### src/hdl/clock_select_pkg.sv
package clock_select_pkg;
    // register indices; byte address is four times the index
    localparam logic [15:0] IDX_OSC_CTRL   = 16'h0fd3;
    localparam logic [15:0] IDX_OSC_TUNE   = 16'h0fd4;
    localparam logic [15:0] IDX_TMR1_CTRL  = 16'h0fd5;
    localparam logic [15:0] IDX_CFG        = 16'h0fd6;
    localparam logic [15:0] ADDR_OSC_CTRL  = IDX_OSC_CTRL << 2;
    localparam logic [15:0] ADDR_OSC_TUNE  = IDX_OSC_TUNE << 2;
    localparam logic [15:0] ADDR_TMR1_CTRL = IDX_TMR1_CTRL << 2;
    localparam logic [15:0] ADDR_CFG       = IDX_CFG << 2;

    // oscillator_control_reg field positions
    localparam int unsigned POS_IDLE   = 7;
    localparam int unsigned POS_IFS    = 4;
    localparam int unsigned POS_STARTUP_TIMER_DONE   = 3;
    localparam int unsigned POS_UNIMP  = 2;
    localparam int unsigned POS_SCS    = 0;
    // own registers
    localparam int unsigned POS_LFS    = 7;
    localparam int unsigned POS_SEC_EN = 3;
    localparam int unsigned POS_SECM   = 0;
    localparam int unsigned POS_PCFG   = 2;
    localparam int unsigned POS_TWOSPD = 5;

    // values after reset
    localparam logic       IDLE_RST   = 1'b0;
    localparam logic [2:0] IFS_RST    = 3'h6;
    localparam logic [1:0] SCS_RST    = 2'h0;
    localparam logic       LFS_RST    = 1'b0;
    localparam logic       SEC_EN_RST = 1'b0;
    localparam logic [1:0] SECM_RST   = 2'h0;
    localparam logic [2:0] PCFG_RST   = 3'h0;
    localparam logic       TWOSPD_RST = 1'b1;

    // encodings
    localparam logic [2:0] IFS_DIRECT   = 3'h7;
    localparam logic [2:0] IFS_LOWFREQ  = 3'h0;
    localparam logic [1:0] SRC_PRIMARY  = 2'h0;
    localparam logic [1:0] SRC_SECOND   = 2'h1;
    localparam logic [1:0] SRC_RESERVED = 2'h2;
    localparam logic [1:0] SRC_INTERNAL = 2'h3;
    localparam logic [1:0] SECM_DIGITAL = 2'h1;
    localparam logic [2:0] PCFG_INT_A   = 3'h0;
    localparam logic [2:0] PCFG_INT_B   = 3'h1;

    // switch pause in rising edges of each source; counting starts at an
    // arbitrary phase, so one extra edge is needed to cover whole cycles
    // (three old edges give two full cycles, four new edges three to four)
    localparam logic [2:0] OLD_EDGES = 3'h3;
    localparam logic [2:0] NEW_EDGES = 3'h4;

    // synchroniser lanes
    localparam int unsigned LN_PRIM = 0;
    localparam int unsigned LN_SEC  = 1;
    localparam int unsigned LN_FAST = 2;
    localparam int unsigned LN_SLOW = 3;
    localparam int unsigned LN_OST  = 4;

    typedef enum logic [1:0] {SW_RUN, SW_OLD, SW_NEW} sw_state_t;
endpackage : clock_select_pkg

### src/hdl/system_clock_select_control.sv
// The APB slave port was left to the implementer.
`timescale 1ns/1ns
// Functional notes
// - power-down request enters idle when idle select is 1, else sleep
// - frequency field picks internal postscaler ratio, 111 direct down to 000 slow
// - at 000 low clock is fast oscillator over 256 or slow rc
// - startup done bit follows start-up timer expiry with two-speed start-up, else always reads 1
// - startup done resets to 0 with two-speed start-up, 1 without
// - control register bit 2 always reads 1
// - select 11 internal, 10 reserved, 01 secondary, 00 primary clock
// - primary is internal postscaler for config 000/001, else primary clock input
// - secondary select ignored unless its enable set or digital mode
// - switch pauses two old cycles plus three new cycles, glitch free
// - reset clears idle select and source select, frequency field to 110
module system_clock_select_control (
    input  wire logic        pclk,
    input  wire logic        presetn,
    input  wire logic        psel,
    input  wire logic        penable,
    input  wire logic        pwrite,
    input  wire logic [15:0] paddr,
    input  wire logic [31:0] pwdata,
    input  wire logic [3:0]  pstrb,
    output logic      [31:0] prdata,
    output logic             pready,
    output logic             pslverr,
    input  wire logic        primary_clk_in,
    input  wire logic        secondary_clk_in,
    input  wire logic        fast_osc_in,
    input  wire logic        slow_rc_in,
    input  wire logic        ost_expired_in,
    input  wire logic        power_down_req,
    output logic             enter_idle,
    output logic             enter_sleep,
    output logic             device_clk,
    output logic             clk_switching
);
    typedef struct packed {
        logic                          idle_sel;
        logic [2:0]                    ifs;
        logic [1:0]                    scs;
        logic                          lfs;
        logic                          sec_en;
        logic [1:0]                    sec_mode;
        logic [2:0]                    prim_cfg;
        logic                          two_speed;
        logic [4:0]                    s1;
        logic [4:0]                    s2;
        logic [4:0]                    s3;
        logic [4:0]                    filt;
        logic [7:0]                    post_cnt;
        clock_select_pkg::sw_state_t   sw;
        logic [1:0]                    cur_src;
        logic [1:0]                    new_src;
        logic [1:0]                    edge_cnt;
        logic                          clk_out;
        logic [31:0]                   rdata;
        logic                          idle_p;
        logic                          sleep_p;
    } state_t;

    localparam state_t ST_RST = '{
        idle_sel:  clock_select_pkg::IDLE_RST,
        ifs:       clock_select_pkg::IFS_RST,
        scs:       clock_select_pkg::SCS_RST,
        lfs:       clock_select_pkg::LFS_RST,
        sec_en:    clock_select_pkg::SEC_EN_RST,
        sec_mode:  clock_select_pkg::SECM_RST,
        prim_cfg:  clock_select_pkg::PCFG_RST,
        two_speed: clock_select_pkg::TWOSPD_RST,
        sw:        clock_select_pkg::SW_RUN,
        cur_src:   clock_select_pkg::SCS_RST,
        new_src:   clock_select_pkg::SCS_RST,
        default:   '0
    };

    state_t st;
    state_t nx;

    // internal postscaler output level
    function automatic logic post_level(input logic [2:0] ifs, input logic lfs,
                                        input logic [4:0] filt, input logic [7:0] cnt);
        logic lvl;
        lvl = 1'b0;
        if (ifs == clock_select_pkg::IFS_DIRECT) begin
            lvl = filt[clock_select_pkg::LN_FAST];
        end else if (ifs == clock_select_pkg::IFS_LOWFREQ) begin
            lvl = lfs ? cnt[7] : filt[clock_select_pkg::LN_SLOW];
        end else begin
            lvl = cnt[3'(3'd6 - ifs)];
        end
        return lvl;
    endfunction : post_level

    // level of a source as seen by the selector
    function automatic logic src_level(input logic [1:0] src, input logic [2:0] pcfg,
                                       input logic [4:0] filt, input logic post);
        logic lvl;
        lvl = 1'b0;
        case (src)
            clock_select_pkg::SRC_INTERNAL: lvl = post;
            clock_select_pkg::SRC_SECOND:   lvl = filt[clock_select_pkg::LN_SEC];
            clock_select_pkg::SRC_PRIMARY: begin
                if (pcfg == clock_select_pkg::PCFG_INT_A ||
                    pcfg == clock_select_pkg::PCFG_INT_B) begin
                    lvl = post;
                end else begin
                    lvl = filt[clock_select_pkg::LN_PRIM];
                end
            end
            default: lvl = 1'b0;
        endcase
        return lvl;
    endfunction : src_level

    logic        acc_wr;
    logic        mapped;
    logic        startup_timer_done;
    logic        sec_ok;
    logic        post_now;
    logic        post_nx;
    logic        lvl_old_now;
    logic        lvl_old_nx;
    logic        lvl_new_now;
    logic        lvl_new_nx;
    logic [4:0]  pins;
    logic [1:0]  wr_scs;

    assign pins = {ost_expired_in, slow_rc_in, fast_osc_in, secondary_clk_in, primary_clk_in};

    // address decode and status bits
    assign mapped = (paddr == clock_select_pkg::ADDR_OSC_CTRL) ||
                    (paddr == clock_select_pkg::ADDR_OSC_TUNE) ||
                    (paddr == clock_select_pkg::ADDR_TMR1_CTRL) ||
                    (paddr == clock_select_pkg::ADDR_CFG);
    assign acc_wr = psel && penable && pwrite && pstrb[0] && mapped;
    assign startup_timer_done   = st.two_speed ? st.filt[clock_select_pkg::LN_OST] : 1'b1;
    assign sec_ok = st.sec_en || (st.sec_mode == clock_select_pkg::SECM_DIGITAL);
    assign wr_scs = pwdata[clock_select_pkg::POS_SCS +: 2];

    // next state of the whole block
    always_comb begin
        nx = st;
        // three-flop synchronisers; a change counts once stages two and three agree
        nx.s1   = pins;
        nx.s2   = st.s1;
        nx.s3   = st.s2;
        nx.filt = (st.s2 & st.s3) | (st.filt & (st.s2 | st.s3));
        // postscaler counts rising edges of the fast oscillator
        if (nx.filt[clock_select_pkg::LN_FAST] && !st.filt[clock_select_pkg::LN_FAST]) begin
            nx.post_cnt = 8'(st.post_cnt + 8'h01);
        end
        // register writes, low byte lane only
        if (acc_wr && paddr == clock_select_pkg::ADDR_OSC_CTRL) begin
            nx.idle_sel = pwdata[clock_select_pkg::POS_IDLE];
            nx.ifs      = pwdata[clock_select_pkg::POS_IFS +: 3];
            if (wr_scs == clock_select_pkg::SRC_RESERVED) begin
                nx.scs = st.scs;
            end else if (wr_scs == clock_select_pkg::SRC_SECOND && !sec_ok) begin
                nx.scs = st.scs;
            end else begin
                nx.scs = wr_scs;
            end
        end
        if (acc_wr && paddr == clock_select_pkg::ADDR_OSC_TUNE) begin
            nx.lfs = pwdata[clock_select_pkg::POS_LFS];
        end
        if (acc_wr && paddr == clock_select_pkg::ADDR_TMR1_CTRL) begin
            nx.sec_en = pwdata[clock_select_pkg::POS_SEC_EN];
        end
        if (acc_wr && paddr == clock_select_pkg::ADDR_CFG) begin
            nx.sec_mode  = pwdata[clock_select_pkg::POS_SECM +: 2];
            nx.prim_cfg  = pwdata[clock_select_pkg::POS_PCFG +: 3];
            nx.two_speed = pwdata[clock_select_pkg::POS_TWOSPD];
        end
        // read data captured in the setup cycle so prdata comes from a flop
        if (psel && !penable) begin
            nx.rdata = 32'h0000_0000;
            if (paddr == clock_select_pkg::ADDR_OSC_CTRL) begin
                nx.rdata[clock_select_pkg::POS_IDLE]     = st.idle_sel;
                nx.rdata[clock_select_pkg::POS_IFS +: 3] = st.ifs;
                nx.rdata[clock_select_pkg::POS_STARTUP_TIMER_DONE]     = startup_timer_done;
                nx.rdata[clock_select_pkg::POS_UNIMP]    = 1'b1;
                nx.rdata[clock_select_pkg::POS_SCS +: 2] = st.scs;
            end else if (paddr == clock_select_pkg::ADDR_OSC_TUNE) begin
                nx.rdata[clock_select_pkg::POS_LFS] = st.lfs;
            end else if (paddr == clock_select_pkg::ADDR_TMR1_CTRL) begin
                nx.rdata[clock_select_pkg::POS_SEC_EN] = st.sec_en;
            end else if (paddr == clock_select_pkg::ADDR_CFG) begin
                nx.rdata[clock_select_pkg::POS_SECM +: 2] = st.sec_mode;
                nx.rdata[clock_select_pkg::POS_PCFG +: 3] = st.prim_cfg;
                nx.rdata[clock_select_pkg::POS_TWOSPD]    = st.two_speed;
            end
        end
        // power-down instruction picks idle or sleep
        nx.idle_p  = power_down_req && st.idle_sel;
        nx.sleep_p = power_down_req && !st.idle_sel;
        // levels before and after this edge, for edge counting
        post_now    = post_level(st.ifs, st.lfs, st.filt, st.post_cnt);
        post_nx     = post_level(nx.ifs, nx.lfs, nx.filt, nx.post_cnt);
        lvl_old_now = src_level(st.cur_src, st.prim_cfg, st.filt, post_now);
        lvl_old_nx  = src_level(st.cur_src, nx.prim_cfg, nx.filt, post_nx);
        lvl_new_now = src_level(st.new_src, st.prim_cfg, st.filt, post_now);
        lvl_new_nx  = src_level(st.new_src, nx.prim_cfg, nx.filt, post_nx);
        // switch sequencer; the old clock is only cut while it is low
        case (st.sw)
            clock_select_pkg::SW_RUN: begin
                if (st.scs != st.cur_src && !lvl_old_nx) begin
                    nx.sw       = clock_select_pkg::SW_OLD;
                    nx.new_src  = st.scs;
                    nx.edge_cnt = 2'h0;
                end
            end
            clock_select_pkg::SW_OLD: begin
                if (lvl_old_nx && !lvl_old_now) begin
                    if (st.edge_cnt == 2'(clock_select_pkg::OLD_EDGES - 2'h1)) begin
                        nx.sw       = clock_select_pkg::SW_NEW;
                        nx.cur_src  = st.new_src;
                        nx.edge_cnt = 2'h0;
                    end else begin
                        nx.edge_cnt = 2'(st.edge_cnt + 2'h1);
                    end
                end
            end
            clock_select_pkg::SW_NEW: begin
                if (lvl_new_nx && !lvl_new_now) begin
                    if (st.edge_cnt == 2'(clock_select_pkg::NEW_EDGES - 2'h1)) begin
                        nx.sw       = clock_select_pkg::SW_RUN;
                        nx.edge_cnt = 2'h0;
                    end else begin
                        nx.edge_cnt = 2'(st.edge_cnt + 2'h1);
                    end
                end
            end
            default: nx.sw = clock_select_pkg::SW_RUN;
        endcase
        // output clock follows the current source only when running
        nx.clk_out = (nx.sw == clock_select_pkg::SW_RUN) &&
                     src_level(nx.cur_src, nx.prim_cfg, nx.filt, post_nx);
    end

    // single state register
    always_ff @(posedge pclk or negedge presetn) begin
        if (!presetn) begin
            st <= ST_RST;
        end else begin
            st <= nx;
        end
    end

    // zero wait states; unmapped addresses answer with an error
    assign pready        = 1'b1;
    assign pslverr       = psel && penable && !mapped;
    assign prdata        = st.rdata;
    assign enter_idle    = st.idle_p;
    assign enter_sleep   = st.sleep_p;
    assign device_clk    = st.clk_out;
    assign clk_switching = (st.sw != clock_select_pkg::SW_RUN);
endmodule : system_clock_select_control
### config.mk
export PLATFORM = sky130hd
export DESIGN_NAME = system_clock_select_control
export DESIGN_NICKNAME = d
export VERILOG_FILES = /design/src/hdl/clock_select_pkg.sv /design/src/hdl/system_clock_select_control.sv
export SDC_FILE = /design/constraint.sdc
export NUM_CORES = 1
export LEC_CHECK = 0
export ABC_AREA = 1
export BUFFER_PORTS_ARGS = -buffer_cell sky130_fd_sc_hd__clkbuf_2
export CELL_PAD_IN_SITES_DETAIL_PLACEMENT = 1
export CELL_PAD_IN_SITES_GLOBAL_PLACEMENT = 1
export CORE_MARGIN = 4
export CORE_UTILIZATION = 39
export DETAILED_ROUTE_END_ITERATION = 10
export PLACE_DENSITY = 0.89
export SLEW_MARGIN = 5
export SYNTH_ARGS = -nofsm -noshare
export SYNTH_HDL_FRONTEND = slang
export SYNTH_SLANG_ARGS = --single-unit
export TNS_END_PERCENT = 10
### constraint.sdc
create_clock -name pclk -period 3.2 [get_ports pclk]
set_input_delay 0.64 -clock pclk [delete_from_list [all_inputs] [get_ports pclk]]
set_output_delay 0.64 -clock pclk [all_outputs]
set_load 0.05 [all_outputs]
==> impl_metrics.py, run 1 <==
metrics = {
    "run_status": {
        "status": "finished, violations left",
        "violations": "negative setup slack",
    },
    "floorplan": {
        "core_area_sq_um": 9240,
        "dieArea_sq_um": 11100,
        "start_util": 0.402,
        "die_w_microns": 106,
        "fp.dieH_microns": 106,
        "ios": 101,
        "row_count": 35,
    },
    "clocking": {
        "path_clk_slew_ns": 0.07,
        "ctsRootBufferMaster": "clkbuf_8",
        "cts_num_sinks": 61,
        "clk_path_buf_depth": 2,
        "worstSkewPairLatency_ns": 0.35,
        "htreeDepth": 3,
        "numCtsBuffers": 9,
        "cts_tree": "built",
    },
    "synthesis": {
        "syn_area_per_cell_sq_um": 8.49,
        "async_flop_share": 1.00,
        "ys_seq_area_frac": 0.412,
        "syn-cell-area_sq_um": 3710,
        "synth_ff_type": "dfrtp_1",
        "yosys.cell_types.count": 50,
        "synth_cells": 437,
        "synth_enable_flop_cells": 0,
        "synth-seq-cells": 61,
        "ys_warn_count": 0,
    },
    "drt": {
        "wl_met1_microns": 4230,
        "route.antenna.remaining_nets": 0,
        "dr_total_vias": 3280,
        "drt_pass1_iterations": 4,
        "routed-wl-met2_microns": 5940,
        "wl_per_cell_microns": 17.2,
        "vias_per_cell": 5.07,
        "wl_met3_microns": 594,
        "drc_errors": 0,
        "highest_layer": "met4",
        "drtIter0Drc": 160,
        "wl_microns": 11100,
    },
    "global_routing": {
        "grt_pass1_wl_microns": 17300,
        "grt_overflow_total": 0,
        "antenna_found_initial": 0,
        "grt_start_max_net_pins": 33,
        "grt_pass1_vias": 3540,
        "grt_usage": 0.194,
    },
    "place": {
        "dp_hpwl_microns": 7270,
        "dp.cells": 622,
        "gp_congestion": 0.840,
        "numPortBuffers": 48,
    },
    "worst_setup_path": {
        "r2r_slack_ns": 0.17,
        "reg2reg_depth": 17,
        "critPathKind": "in2reg",
        "critPathLaunchType": "primary input",
        "cp_max_fo": 5,
        "required_ns": 3.44,
        "r2r-start": "st[82]",
        "r2r_end": "device_clk",
        "endpoint": "device_clk",
        "cp.arrival_ns": 3.51,
        "startpoint": "paddr[6]",
        "endpoint_kind": "flop",
    },
    "timing": {
        "worst_pin_slew_ns": 0.840,
        "max_freq_mhz": 306,
        "rsz0062_at_grt": "true",
        "period_minus_slack_ns": 3.27,
        "maxSlewViolCount": 0,
        "fin_skew_ns": 0.0120,
        "slew_headroom": 0.438,
        "setup_ws_ns": -0.0663,
        "hold_viol_final": 0,
        "setup_viol": 3,
        "fin_crit_sh": 1.02,
    },
    "pwr": {
        "power_density_nw_per_um2": 574,
        "vdd.ir_drop.worst_mv": 0.241,
        "power_mw": 2.68,
        "p_leak_nw": 2.33,
    },
    "layout": {
        "final_cells": 647,
        "drive_gt1_frac": 0.353,
        "finalNetCount": 591,
        "antenna_cells": 0,
        "syn_to_final_growth_pct": 26.0,
    },
    "hold_path": {
        "hp-class": "in2async",
    },
    "flow_run": {
        "max_cap_viol_count": 0,
    },
}
[power breakdown]
| group | switching [mW] | leakage (nW) | total (mW) | internal [mW] |
|---|---|---|---|---|
| registers | 0.111 | 0.749 | 0.973 | 0.862 |
| clock network | 0.317 | 0.107 | 0.755 | 0.438 |
| logic | 0.657 | 1.47 | 0.956 | 0.299 |
| total | 1.08 | 2.33 | 2.68 | 1.60 |
[cell usage in the layout (no fill, tap or decap), types with 6 or more instances in the layout]
cell / n
nand2_2: 12
dfrtp_1: 58
nor2_4: 11
nand3_2: 12
nor2_1: 22
conb_1: 25
o21ai_2: 7
clkbuf_2: 44
clkbuf_8: 9
nand3_4: 9
inv_2: 7
o21ai_0: 11
ha_1: 12
inv_1: 51
nand3_1: 25
nand2_1: 81
a21oi_1: 16
buf_6: 6
nand4_1: 8
buf_4: 29
[worst min-delay path by stage]
stage	to	slack, ns	cells after the start
4_1_cts	st[48]	0.18	1
2_1_floorplan	nx[56]	0.33	0
5_1_grt	st[48]	0.19	1
3_3_place_gp	nx[57]	0.33	0
3_5_place_dp	nx[59]	0.34	0
6_report	st[48]	0.18	1
[what timing repair did]
item,4_1_cts,5_1_grt
setup buffers,4,5
resized for setup,17,48
endpoints found under the setup margin,7,9
pin swaps,22,29
hold buffers,0,0
[critical path, cell delays in order]
cell and delay [ns]:
buf_6 0.07, inv_2 0.04, nor2_4 0.12, nand2_2 0.08, nor2_4 0.13, nand3_4 0.10, buf_6 0.14, o21ai_4 0.16
inv_2 0.08, ha_4 0.17, ha_4 0.31, inv_6 0.06, nand3_2 0.07, nand2_1 0.08, nand2_1 0.07, nand2_1 0.07
nand3_2 0.08, nand3_4 0.09, nand2_4 0.09, nand3_4 0.08, nand3_4 0.13, nand4_4 0.16, nand2_2 0.14, o21ai_4 0.07
inv_2 0.06, nand2_2 0.05, nor2_2 0.09, nor2_2 0.05
[sequential cells by signal, summed over array words and instances, names as in the netlist, named ones only]
register and cells:
prdata 8, st 39, enter_sleep 1, enter_idle 1
device_clk 1, nx 10
[cells in the mapped netlist (3+ instances only)]
cell,number,share of area
maj3_1,3,0.0081
a21oi_1,18,0.024
nand3_2,7,0.019
nand2_2,8,0.013
nor2_2,7,0.012
nor2_4,5,0.015
buf_4,33,0.067
nand3_4,3,0.014
inv_1,55,0.056
o21ai_2,4,0.0094
o21ai_0,15,0.020
dfrtp_1,58,0.39
inv_2,5,0.0051
ha_1,15,0.051
nand4_1,8,0.013
nand2_1,87,0.088
dfstp_2,3,0.021
nand3_1,36,0.049
nor2_1,26,0.026
[area by class of cell]
cell class                      instances  area [sq um]
Timing Repair Buffer                   79           505
Sequential cell                        61          1530
Multi-Input combinational cell        300          2020
Clock inverter                          6          86.3
Clock buffer                           10           128
Inverter                               62           241
Tap cell                              129           161
Fill cell                            1087          4570
[metal layers]
metal  up-vias  global-route usage
met2       121               0.348
met5         -                   0
met1      1626               0.220
li1       1505                   -
met3        28              0.0435
met4         0              0.0888
[stage by stage]
step	hold slack [ns]	area [sq um]	setup WS [ns]	setup TNS, ns	util
floorplan	0.331	3820	-0.0558	-0.0558	-
global placement	0.334	4110	-0.425	-2.58	0.445
detailed placement	0.338	4110	-0.533	-3.81	0.445
CTS	0.179	4420	-0.0527	-0.0527	0.479
finish	0.177	4670	-0.0663	-0.104	0.506
global route	0.185	4670	-0.274	-1.31	0.506
[cells by family after synthesis]
logic type	share of synthesized area
buffers and inverters	0.137
adder cells (fa/ha/maj)	0.0587
AND/OR/NAND/NOR	0.289
flip-flops	0.412
multiplexers	0.00607
other	0.00202
AO/OA/AOI/OAI	0.0887
XOR/XNOR	0.00708
Note: power is estimated with default switching activity, not from simulation.
==> run 2, diff against run 1 <==
==> constraint.sdc (replaced) <==
create_clock -name pclk -period 3.24 [get_ports pclk]
set_input_delay 0.648 -clock pclk [delete_from_list [all_inputs] [get_ports pclk]]
set_output_delay 0.648 -clock pclk [all_outputs]
set_load 0.05 [all_outputs]
==> run 2 against run 1 <==
The run still ends with negative setup slack left. Total power down 3.2%. First-iteration DRC count down 17%. Hold slack better by 0.17 ns. Largest power group is now combinational cells. Critical path type unchanged. Register-to-register slack worse by 0.12 ns. Sequential share of layout area up 0.45 points. Sequential power down 2%. Via count down 1.3%. Non-clock buffer count down 4. Clock power down 12%. Die area unchanged. Count of clock-buffer cells in the layout down 1.
==> impl_metrics.py, run 2 (same netlist as run 1, synthesis figures left out) <==
metrics = {
    "hold_path": {
        "hp-class": "reg2reg",
    },
    "timing": {
        "slew_headroom": 0.472,
        "setup_viol": 3,
        "period_minus_slack_ns": 3.37,
        "max_freq_mhz": 296,
        "maxSlewViolCount": 0,
        "fin_skew_ns": 0.0106,
        "setup_ws_ns": -0.134,
        "fin_setup_tns_ns": -0.339,
        "hold_ws_ns": 0.349,
        "hold_viol_final": 0,
        "rsz0062_at_grt": "true",
        "worst_pin_slew_ns": 0.792,
        "fin_crit_sh": 1.04,
    },
    "floorplan": {
        "core_area_sq_um": 9240,
        "row_count": 35,
        "fp.dieH_microns": 106,
        "start_util": 0.402,
        "dieArea_sq_um": 11100,
        "die_w_microns": 106,
        "ios": 101,
    },
    "worst_setup_path": {
        "critPathLaunchType": "primary input",
        "endpoint_kind": "flop",
        "critPathKind": "in2reg",
        "slowest_stage": "ha_4",
        "cp_max_fo": 5,
        "cp.arrival_ns": 3.64,
        "required_ns": 3.50,
        "max_stage_delay_ns": 0.31,
    },
    "drt": {
        "drt_pass1_iterations": 4,
        "drc_errors": 0,
        "wl_microns": 10900,
        "dr_total_vias": 3236,
        "route.antenna.remaining_nets": 0,
        "drtIter0Drc": 133,
        "vias_per_cell": 5.03,
        "wl_per_cell_microns": 16.9,
    },
    "pwr": {
        "power_density_nw_per_um2": 563,
        "vdd.ir_drop.worst_mv": 0.260,
        "p_leak_nw": 2.29,
    },
    "layout": {
        "final_cell_mix": "nand2_1 (77), dfrtp_1 (58), inv_1 (50)",
        "final_common_cell": "nand2_1",
        "drive_gt1_frac": 0.358,
        "largest_register": "st",
        "final_cells": 643,
        "finalNetCount": 587,
        "largest_register_ffs": 39,
        "seqCellArea_sq_um": 1530,
        "antenna_cells": 0,
        "multiInputGateArea_sq_um": 2020,
        "syn_to_final_growth_pct": 24.2,
        "final_util": 0.499,
        "nFillCells": 1104,
    },
    "global_routing": {
        "grt_start_max_net_pins": 62,
        "grt_pass1_wl_microns": 18000,
        "grt_pass1_vias": 3591,
        "grt_overflow_total": 0,
        "grt_usage": 0.201,
        "antenna_found_initial": 0,
    },
    "place": {
        "dpl_worst_slack_ns": -0.556,
        "numPortBuffers": 48,
        "dp.cells": 621,
        "dp_hpwl_microns": 7240,
        "gp_congestion": 0.849,
    },
    "clocking": {
        "htreeDepth": 3,
        "ctsRootBufferMaster": "clkbuf_8",
        "cts_tree": "built",
        "numCtsBuffers": 9,
        "hold_buffers": 0,
        "clk_path_buf_depth": 2,
        "cts_num_sinks": 61,
        "worstSkewPairLatency_ns": 0.34,
        "path_clk_slew_ns": 0.08,
    },
    "run_status": {
        "status": "finished, violations left",
        "violations": "negative setup slack",
    },
    "flow_run": {
        "max_cap_viol_count": 0,
    },
}
run 2: cell count changes in the layout (fill, tap and decap cells not counted), moves of 2 or more:
| cell | previous run | this run |
|---|---|---|
| clkbuf_2 | 44 | 46 |
| clkinv_2 | 3 | 5 |
| buf_4 | 29 | 24 |
| nand2_2 | 12 | 14 |
| o21ai_1 | 0 | 2 |
| buf_6 | 6 | 4 |
| nand2_4 | 3 | 5 |
| nand2_1 | 81 | 77 |
run 2: power by group:
| group | internal (mW) | total, mW | switching [mW] | leakage, nW |
|---|---|---|---|---|
| registers | 0.851 | 0.958 | 0.106 | 0.749 |
| logic | 0.306 | 0.979 | 0.673 | 1.45 |
| clock network | 0.351 | 0.661 | 0.310 | 0.0987 |
| total | 1.51 | 2.60 | 1.09 | 2.29 |
run 2: through the flow:
step           cell area [sq um]  total power [mW]
2_1_floorplan               3820              1.58
3_3_place_gp                4110              1.70
3_5_place_dp                4110              1.76
4_1_cts                     4490              2.49
5_1_grt                     4610              2.75
6_report                    4610              2.60
run 2: area by class of cell:
type                            count  share of cell area
Clock buffer                        9              0.0269
Clock inverter                      7              0.0144
Inverter                           62              0.0524
Multi-Input combinational cell    300               0.438
Sequential cell                    61               0.332
Tap cell                          129              0.0350
Timing Repair Buffer               75               0.102
run 2: layer usage:
| metal | vias up | GRT usage | routed length (microns) |
|---|---|---|---|
| met5 | - | 0 | 0 |
| met4 | 0 | 0.106 | 373 |
| met3 | 36 | 0.0459 | 591 |
| met2 | 119 | 0.352 | 5560 |
| met1 | 1589 | 0.226 | 4370 |
| li1 | 1492 | - | - |
run 2: final timing paths:
| path | slack (ns) | endpoint | cells past startpoint | startpoint |
|---|---|---|---|---|
| max | -0.13 | st[35] | 28 | paddr[2] |
| min | 0.35 | nx[60] | 0 | nx[65] |
| max reg2reg | 0.05 | device_clk | 17 | st[82] |
| min reg2reg | 0.35 | nx[60] | 0 | nx[65] |
| max in group asynchronous | 2.25 | prdata[3] | 2 | presetn |
| min in group asynchronous | 0.48 | st[78] | 2 | presetn |
run 2: critical path: cells and delay by family:
family	cells	cell delay, ns
simple gates	16	1.56
buf+inv	7	0.59
fa+ha+maj	2	0.47
compound gates	3	0.34
run 2: timing repair:
action	in CTS	in global routing
endpoints found under the setup margin	8	9
setup buffers	5	1
gates resized for setup	31	34
endpoints found under the hold margin	0	0
pin swaps	20	26
